<file path="src/verilog/sram_ctrl_pkg.sv">
// Purpose: Constants for the asynchronous byte-wide static memory controller.
// Assumes: 40 MHz controller clock, 25 ns period.
// Notes:   Timing figures are in nanoseconds; cycle counts other than HOLD_CYCLES derive from them.
package sram_ctrl_pkg;
    localparam int CLK_PERIOD_NS    = 25;
    // Slowest speed grade figures, all minimum times.
    localparam int READ_CYCLE_NS    = 20;
    localparam int WE_PULSE_OEH_NS  = 12;
    localparam int WE_PULSE_OEL_NS  = 17;
    localparam int DATA_SETUP_NS    = 9;
    localparam int WRITE_CYCLE_NS   = 20;
    localparam int ADDR_SETUP_NS    = 0;

    function automatic int ns_to_cycles_min(input int ns);
        int c;
        c = (ns + CLK_PERIOD_NS - 1) / CLK_PERIOD_NS;
        return (c < 1) ? 1 : c;
    endfunction : ns_to_cycles_min

    localparam int READ_CYCLES      = ns_to_cycles_min(READ_CYCLE_NS);
    localparam int WE_OEH_CYCLES    = ns_to_cycles_min(WE_PULSE_OEH_NS);
    localparam int WE_OEL_CYCLES    = ns_to_cycles_min(WE_PULSE_OEL_NS);
    localparam int SETUP_CYCLES     = ns_to_cycles_min(ADDR_SETUP_NS);
    localparam int HOLD_CYCLES      = 1;
    localparam int CNT_W            = 4;

    typedef enum logic [2:0] {
        ST_IDLE   = 3'b000,
        ST_SETUP  = 3'b001,
        ST_READ   = 3'b010,
        ST_WRITE  = 3'b011,
        ST_HOLD   = 3'b100
    } sram_state_t;
endpackage : sram_ctrl_pkg

</file>
<file path="src/verilog/sram_ctrl.sv">
// Purpose: Host-side controller for an asynchronous byte-wide static memory.
// Assumes: One 40 MHz clock; memory pins are registered outputs.
// Notes:   One access at a time; req_ready is high only in idle.
//          Writes end on the strobe; chip select rises one cycle later.
//          Reset aborts an access and parks every strobe high.
//
// Behaviour
// - Write strobe stays high through every read access.
// - Address is stable before chip select falls for a read.
// - Write starts with chip select and strobe both active; first rising one ends it.
// - Write data held stable across the terminating strobe edge.
// - Longer strobe minimum used when output enable stays low in a write; both round to one cycle.
`timescale 1ns/1ps
`default_nettype none
module sram_ctrl
    import sram_ctrl_pkg::*;
#(
    parameter int ADDR_W     = 20,
    parameter int DATA_W     = 8,
    parameter bit OE_IN_WRITE = 1'b0
) (
    input  wire logic              clk,
    input  wire logic              reset_n,
    input  wire logic              req_valid,
    output logic                   req_ready,
    input  wire logic              req_write,
    input  wire logic [ADDR_W-1:0] req_addr,
    input  wire logic [DATA_W-1:0] req_wdata,
    output logic                   rsp_valid,
    output logic      [DATA_W-1:0] rsp_rdata,
    output logic      [ADDR_W-1:0] mem_addr,
    output logic                   mem_ce_n,
    output logic                   mem_oe_n,
    output logic                   mem_we_n,
    input  wire logic [DATA_W-1:0] mem_data_in,
    output logic      [DATA_W-1:0] mem_data_out,
    output logic                   mem_data_oe
);

    ////////////////////////////////////////////////////////////////////////
    // Elaboration checks. The counter must hold every phase length.
    // A phase that does not fit would wrap the counter and end early; a read, strobe or hold phase that wraps to zero never ends.

    if (ADDR_W < 1) begin : g_bad_addr_w
        $error("sram_ctrl: ADDR_W must be at least 1");
    end
    if (DATA_W < 1) begin : g_bad_data_w
        $error("sram_ctrl: DATA_W must be at least 1");
    end
    if (READ_CYCLES < 1 || READ_CYCLES >= (1 << CNT_W)) begin : g_bad_read
        $error("sram_ctrl: read phase does not fit the counter");
    end
    if (WE_OEL_CYCLES < 1 || WE_OEL_CYCLES >= (1 << CNT_W)) begin : g_bad_we
        $error("sram_ctrl: strobe phase does not fit the counter");
    end
    if (WE_OEH_CYCLES < 1 || WE_OEH_CYCLES >= (1 << CNT_W)) begin : g_bad_weh
        $error("sram_ctrl: strobe phase does not fit the counter");
    end
    if (SETUP_CYCLES < 1 || HOLD_CYCLES < 1
        || SETUP_CYCLES >= (1 << CNT_W)
        || HOLD_CYCLES >= (1 << CNT_W)) begin : g_bad_phase
        $error("sram_ctrl: setup or hold phase does not fit the counter");
    end

    localparam logic [CNT_W-1:0] READ_CNT  = CNT_W'(READ_CYCLES);
    localparam logic [CNT_W-1:0] SETUP_CNT = CNT_W'(SETUP_CYCLES);
    localparam logic [CNT_W-1:0] HOLD_CNT  = CNT_W'(HOLD_CYCLES);
    // A phase ends when the down counter shows its last cycle.
    localparam logic [CNT_W-1:0] LAST_CNT  = CNT_W'(1);
    // With output enable low in a write the longer strobe applies.
    localparam logic [CNT_W-1:0] WE_CNT    = OE_IN_WRITE ?
        CNT_W'(WE_OEL_CYCLES) : CNT_W'(WE_OEH_CYCLES);

    sram_state_t      state;
    sram_state_t      next_state;
    logic [CNT_W-1:0] cnt;
    logic [CNT_W-1:0] next_cnt;
    logic             is_write;
    logic             take;

    ////////////////////////////////////////////////////////////////////////
    // State decoding used only by the pin registers, not by the sequencer.

    // Chip select is low in every phase that touches the memory.
    function automatic logic selects_memory(input sram_state_t s);
        return (s == ST_READ) || (s == ST_WRITE) || (s == ST_HOLD);
    endfunction : selects_memory

    // The write byte is driven from the strobe phase through the hold.
    function automatic logic carries_wdata(input sram_state_t s);
        return (s == ST_WRITE) || (s == ST_HOLD);
    endfunction : carries_wdata

    // Output enable is low for reads, and in writes only when configured.
    function automatic logic enables_output(input sram_state_t s);
        return (s == ST_READ) || (OE_IN_WRITE && s == ST_WRITE);
    endfunction : enables_output

    ////////////////////////////////////////////////////////////////////////
    // Sequencer.

    // Each phase loads the counter with its length in cycles and leaves
    // when the counter shows its last cycle, so every phase lasts at least
    // one full clock even when its minimum time is far below a period.
    always_comb begin
        next_state = state;
        next_cnt   = (cnt != '0) ? cnt - 1'b1 : cnt;
        unique case (state)
            ST_IDLE: begin
                if (take) begin
                    next_state = ST_SETUP;
                    next_cnt   = SETUP_CNT;
                end
            end
            ST_SETUP: begin
                // The address settles one cycle before chip select falls.
                if (cnt <= LAST_CNT) begin
                    next_state = is_write ? ST_WRITE : ST_READ;
                    next_cnt   = is_write ? WE_CNT : READ_CNT;
                end
            end
            ST_READ: begin
                // Chip select and output enable rise together after a read.
                if (cnt == LAST_CNT) begin
                    next_state = ST_IDLE;
                end
            end
            ST_WRITE: begin
                // The strobe phase length depends on the output enable mode.
                if (cnt == LAST_CNT) begin
                    next_state = ST_HOLD;
                    next_cnt   = HOLD_CNT;
                end
            end
            ST_HOLD: begin
                // Chip select and data stay one cycle after the strobe rises.
                if (cnt == LAST_CNT) begin
                    next_state = ST_IDLE;
                end
            end
            default: next_state = ST_IDLE;
        endcase
    end

    always_ff @(posedge clk or negedge reset_n) begin
        if (!reset_n) begin
            state <= ST_IDLE;
            cnt   <= '0;
        end else begin
            state <= next_state;
            cnt   <= next_cnt;
        end
    end

    assign req_ready = (state == ST_IDLE);
    // A request is taken on the edge at which it meets an idle sequencer.
    assign take      = req_valid && req_ready;

    ////////////////////////////////////////////////////////////////////////
    // Address and data capture; held for the whole access.
    // The registers change only at a take, at least a cycle before chip
    // select falls, so the memory always sees a settled address.

    always_ff @(posedge clk or negedge reset_n) begin
        if (!reset_n) begin
            mem_addr     <= '0;
            mem_data_out <= '0;
            is_write     <= 1'b0;
        end else if (take) begin
            mem_addr     <= req_addr;
            mem_data_out <= req_wdata;
            is_write     <= req_write;
        end
    end

    ////////////////////////////////////////////////////////////////////////
    // Memory strobes. Chip select falls one cycle after the address is set.
    // Every pin is registered from next_state, so each one changes on a
    // clock edge and never glitches between phases.

    always_ff @(posedge clk or negedge reset_n) begin
        if (!reset_n) begin
            mem_ce_n    <= 1'b1;
            mem_oe_n    <= 1'b1;
            mem_we_n    <= 1'b1;
            mem_data_oe <= 1'b0;
        end else begin
            mem_ce_n    <= !selects_memory(next_state);
            // Strobe low only in the write phase; the rise ends the write.
            mem_we_n    <= !(next_state == ST_WRITE);
            // Output enable stays high in writes unless the mode keeps it.
            mem_oe_n    <= !enables_output(next_state);
            // Data driven through the strobe and hold phases of a write.
            mem_data_oe <= is_write && carries_wdata(next_state);
        end
    end

    ////////////////////////////////////////////////////////////////////////
    // Read capture. The byte is sampled on the last cycle of the read.
    // By then chip select and output enable have been low for the whole
    // read phase, which covers the access time of the slowest grade.
    // The byte stays in rsp_rdata until the next read completes or reset clears it.

    always_ff @(posedge clk or negedge reset_n) begin
        if (!reset_n) begin
            rsp_valid <= 1'b0;
            rsp_rdata <= '0;
        end else begin
            rsp_valid <= 1'b0;
            if (state == ST_READ && cnt == LAST_CNT) begin
                rsp_valid <= 1'b1;
                rsp_rdata <= mem_data_in;
            end
        end
    end

endmodule : sram_ctrl
`default_nettype wire

</file>
<file path="config.mk">
export PLATFORM = sky130hd
export DESIGN_NAME = sram_ctrl
export DESIGN_NICKNAME = d
export VERILOG_FILES = /design/src/verilog/sram_ctrl_pkg.sv /design/src/verilog/sram_ctrl.sv
export SDC_FILE = /design/constraint.sdc
export NUM_CORES = 1
export LEC_CHECK = 0
export BUFFER_PORTS_ARGS = -buffer_cell sky130_fd_sc_hd__buf_2
export CAP_MARGIN = 20
export CORE_ASPECT_RATIO = 1.1
export CORE_MARGIN = 5
export CORE_UTILIZATION = 43
export CTS_CLUSTER_SIZE = 30
export DETAILED_ROUTE_END_ITERATION = 8
export PLACE_DENSITY = 0.82
export SYNTH_ARGS = -nofsm -noshare
export SYNTH_HDL_FRONTEND = slang
export SYNTH_SLANG_ARGS = --single-unit
</file>
<file path="constraint.sdc">
create_clock -name clk -period 2 [get_ports clk]
set_input_delay 0.4 -clock clk [delete_from_list [all_inputs] [get_ports clk]]
set_output_delay 0.4 -clock clk [all_outputs]
set_load 0.02 [all_outputs]
</file>
==> run summary <==
Ranked by total cell area, the synthesized netlist is headed by dfrtp_1 58%, mux2_2 16%, mux2_4 6.0%. For this run, design rule violations remaining after detail routing come to 0. Based on the critical path, the design can be clocked at up to 0.511 GHz. The total leakage power came out at about 0.0013 uW.

The number of synthesized register bits came out at 49. The xor and xnor fraction of the mapped netlist area came out at less than 1%. The share of the synthesized area in compound gates (AO/OA/AOI/OAI) came out at 3.57%.

The multi-input combinational cells in the finished layout cover a total of around 740 um^2. The share of the Yosys chip area taken by registers is 61.6%. The root buffer selected by CTS is clkbuf_8.

Routability-driven placement finished with a final weighted congestion of roughly 0.83. The count of vias placed by the detailed router came out at 1404. Global routing used 13.3% of the available tracks across all layers. The count of clock tree sinks is 49. In this run the worst path has a maximum fanout of 5. TritonCTS built the clock tree. Synthesis produced a netlist whose cell count is ~140. The worst setup path is of the reg -> reg kind. The final net count is 271. The final worst clock skew is between 5 and 6 ps. The run finished with clean final reports.

After synthesis, the largest family of logic cells by area is multiplexers. The critical path launch point type is a register. The synthesized area divided by synthesized cell count is ~15 um^2. The number of failing hold endpoints at the final stage came to 0. The floorplan die area is 0.00611 mm^2.

The count of boundary I/O pins came out at 82. The shortest period the worst path allows is 1960 ps. The routed length per instance came out at ~14 um. The net count after synthesis came out at 180. The clock transition at the registers of the reported paths is ~90 ps. The transition time of the tightest slew-check pin is 437 ps. Summed over all nets, the half-perimeter wirelength after detailed placement is approximately 2.9 mm. The number of pins with negative max-slew slack in the final report was 0. The synthesized-area fraction occupied by and/or/nand/nor cells came out at approximately 6.5%.

dfrtp_1 takes more of the synthesized area than any other cell. The site row count is 26. The number of antenna violations at the first check in global routing came to 0.

The number of different library cells used by synthesis comes to 31. Yosys printed 0 warnings. The required time reported for the critical path endpoint is approximately 2200 ps. The number of CTS-inserted buffers is 5.

The class of the worst hold path is in -> async. The area added between synthesis and finish came out at 32.9%. Dividing total power by cell area gives a power density of 1800 mW/mm^2.

The share of the cycle needed by the critical path after routing came out at between 90 and 100%. The footprint of the flip-flops and latches came out at about 0.0012 mm^2. The number of antenna diodes came out at 0. The wire length after detailed routing is around 4.1 mm. The endpoint type of the worst setup path is a register. The first-iteration detailed-routing DRC count is between 40 and 50. The layout filler cell count came out at 388. The via count of the first global-routing pass came out at approximately 1400. The final setup violation count came out at 0. The mux share of post-synthesis cell area is 22.9%. The first global-routing pass estimated just over 6 mm of wire. The proportion of layout cells with a drive suffix above 1 came out at a little over three fifths. The placed instances occupy a cell area of approximately 0.0025 mm^2.

The die height came out at between 80 and 90 um. The initial standard-cell utilization of the core is 43.5%. The largest net degree at the start of global routing is 50. The data arrival time at the worst-slack endpoint is 2140 ps. The core area came out at 0.00459 mm^2. At the later pin of the worst-skew pair, clock insertion delay measures 300 ps. The design draws about 4800 uW. The H-tree depth is 2. The number of search-and-repair iterations in the first detailed-routing pass is 3. The fraction of synthesized cell area taken by the top area cell type came out at between 50% and 60%.

The post-detailed-route via-to-cell ratio came out at between 4 and 5. The reported max-cap violation count came out at 0. The clock passes through at most 2 buffers.

The global route total overflow is 0. Setup repair after global routing could not meet its margin everywhere. During placement, the flow inserted port buffers numbering ~80. The summed area of non-filler cells in the final layout is roughly 0.0027 mm^2. The worst relative slew slack is roughly 70%. In the final timing run, aggregate negative setup slack is 0 ps.

The cell area after technology mapping came out at 0.00200 mm^2. The detail route stage leaves a number of antenna-violating nets equal to 0. Of the total synthesized cell area, the portion taken by full adders, half adders and majority gates is under 10%. IR analysis of the VDD net gives a maximum drop of approximately 0.00059 V. The overall die width is 75.0 um.
==> synth_stat cells <==
master     n
a211oi_1   1
a21oi_1    1
a221oi_1   1
a22oi_1    1
a31oi_1    1
and2_1     1
buf_2      2
buf_4      1
buf_6      1
clkbuf_1   1
dfrtp_1   46
dfstp_2    3
ha_1       3
inv_1      6
mux2_2    29
mux2_4     8
mux2i_1    1
nand2_1    3
nand2b_1   2
nand4_1    1
nor2_1     7
nor2b_1    1
nor3_1     5
o21a_1     2
o21ai_0    2
o221a_2    1
or3_1      2
or3b_4     1
or4_4      1
xnor2_1    1
xor2_1     1
==> final timing paths <==
check / from / end / slack (ps) / depth (start not counted)
min in group clk: mem_data_in[7] / rsp_rdata[7]$_DFFE_PN0P_ / 330 / 2
setup reg to reg: cnt[1]$_DFF_PN0_ / rsp_rdata[0]$_DFFE_PN0P_ / 40 / 5
max in group asynchronous: reset_n / mem_we_n$_DFF_PN1_ / 1640 / 2
hold / removal: reset_n / mem_addr[8]$_DFFE_PN0P_ / 70 / 2
hold reg to reg: mem_data_out[4]$_DFFE_PN0P_ / mem_data_out[4]$_DFFE_PN0P_ / 510 / 1
setup / recovery: cnt[1]$_DFF_PN0_ / rsp_rdata[0]$_DFFE_PN0P_ / 40 / 5
==> flip-flops by register name, indices dropped and copies added (netlist names), 3 cells and up <==
signal / cells
cnt: 4
state: 3
mem_addr: 20
rsp_rdata: 8
mem_data_out: 8
==> cell families after synthesis <==
group | Yosys count
multiplexers | 38
AND/OR/NAND/NOR | 24
flip-flops | 49
XOR/XNOR | 2
buffers and inverters | 11
AO/OA/AOI/OAI | 10
adder cells (fa/ha/maj) | 3
==> cell type report <==
| cell class | count | area share [%] |
|---|---|---|
| Tap cell | 56 | 2.64 |
| Clock inverter | 2 | 1.41 |
| Timing Repair Buffer | 88 | 17.7 |
| Sequential cell | 49 | 46.3 |
| Inverter | 6 | 0.849 |
| Clock buffer | 6 | 3.11 |
| Multi-Input combinational cell | 78 | 27.9 |
==> critical path, stage by stage (launching register included) <==
cell and delay, ps:
dfrtp_1 400, inv_2 100, ha_4 130, or3b_4 390, or4_4 500, mux2_4 330
==> stage by stage <==
step                      hold WS, ps  worst slack [ps]  util, %  std cells
after floorplan                   104              11.8        -        137
after global placement            402              48.1     54.6        275
after CTS                        84.4              19.0     57.5        284
after detailed placement          410              6.20     54.6        275
final                            66.3              44.2     57.9        285
after global routing             91.2             -7.64     57.9        285
==> metal layers <==
layer	vias to the layer above	wire length (um)	GRT usage [%]
met3	5	366	3.55
li1	660	-	-
met4	0	62	4.27
met1	696	1460	15.3
met5	-	0	0
met2	43	2170	23.5
==> power breakdown <==
group	total [uW]	internal [uW]	switching, uW
registers	1770	1490	288
logic	2290	1070	1220
clock network	724	406	318
total	4780	2960	1830
==> cell usage in the layout (no fill, tap or decap), types with 3 or more instances in the layout <==
cell	instances
nor3_1	4
dfrtp_1	46
dfstp_2	3
clkbuf_8	6
nor2_1	7
nand2_1	3
inv_1	5
mux2_4	8
mux2_2	29
buf_2	81
buf_4	6
==> what timing repair did <==
item | in CTS | in global routing
gates cloned | 1 | 0
resized for setup | 1 | 1
hold buffers | 0 | 0
setup buffers | 0 | 1
endpoints found under the setup margin | 8 | 8
No activity file was read; power rests on OpenSTA's default activity.
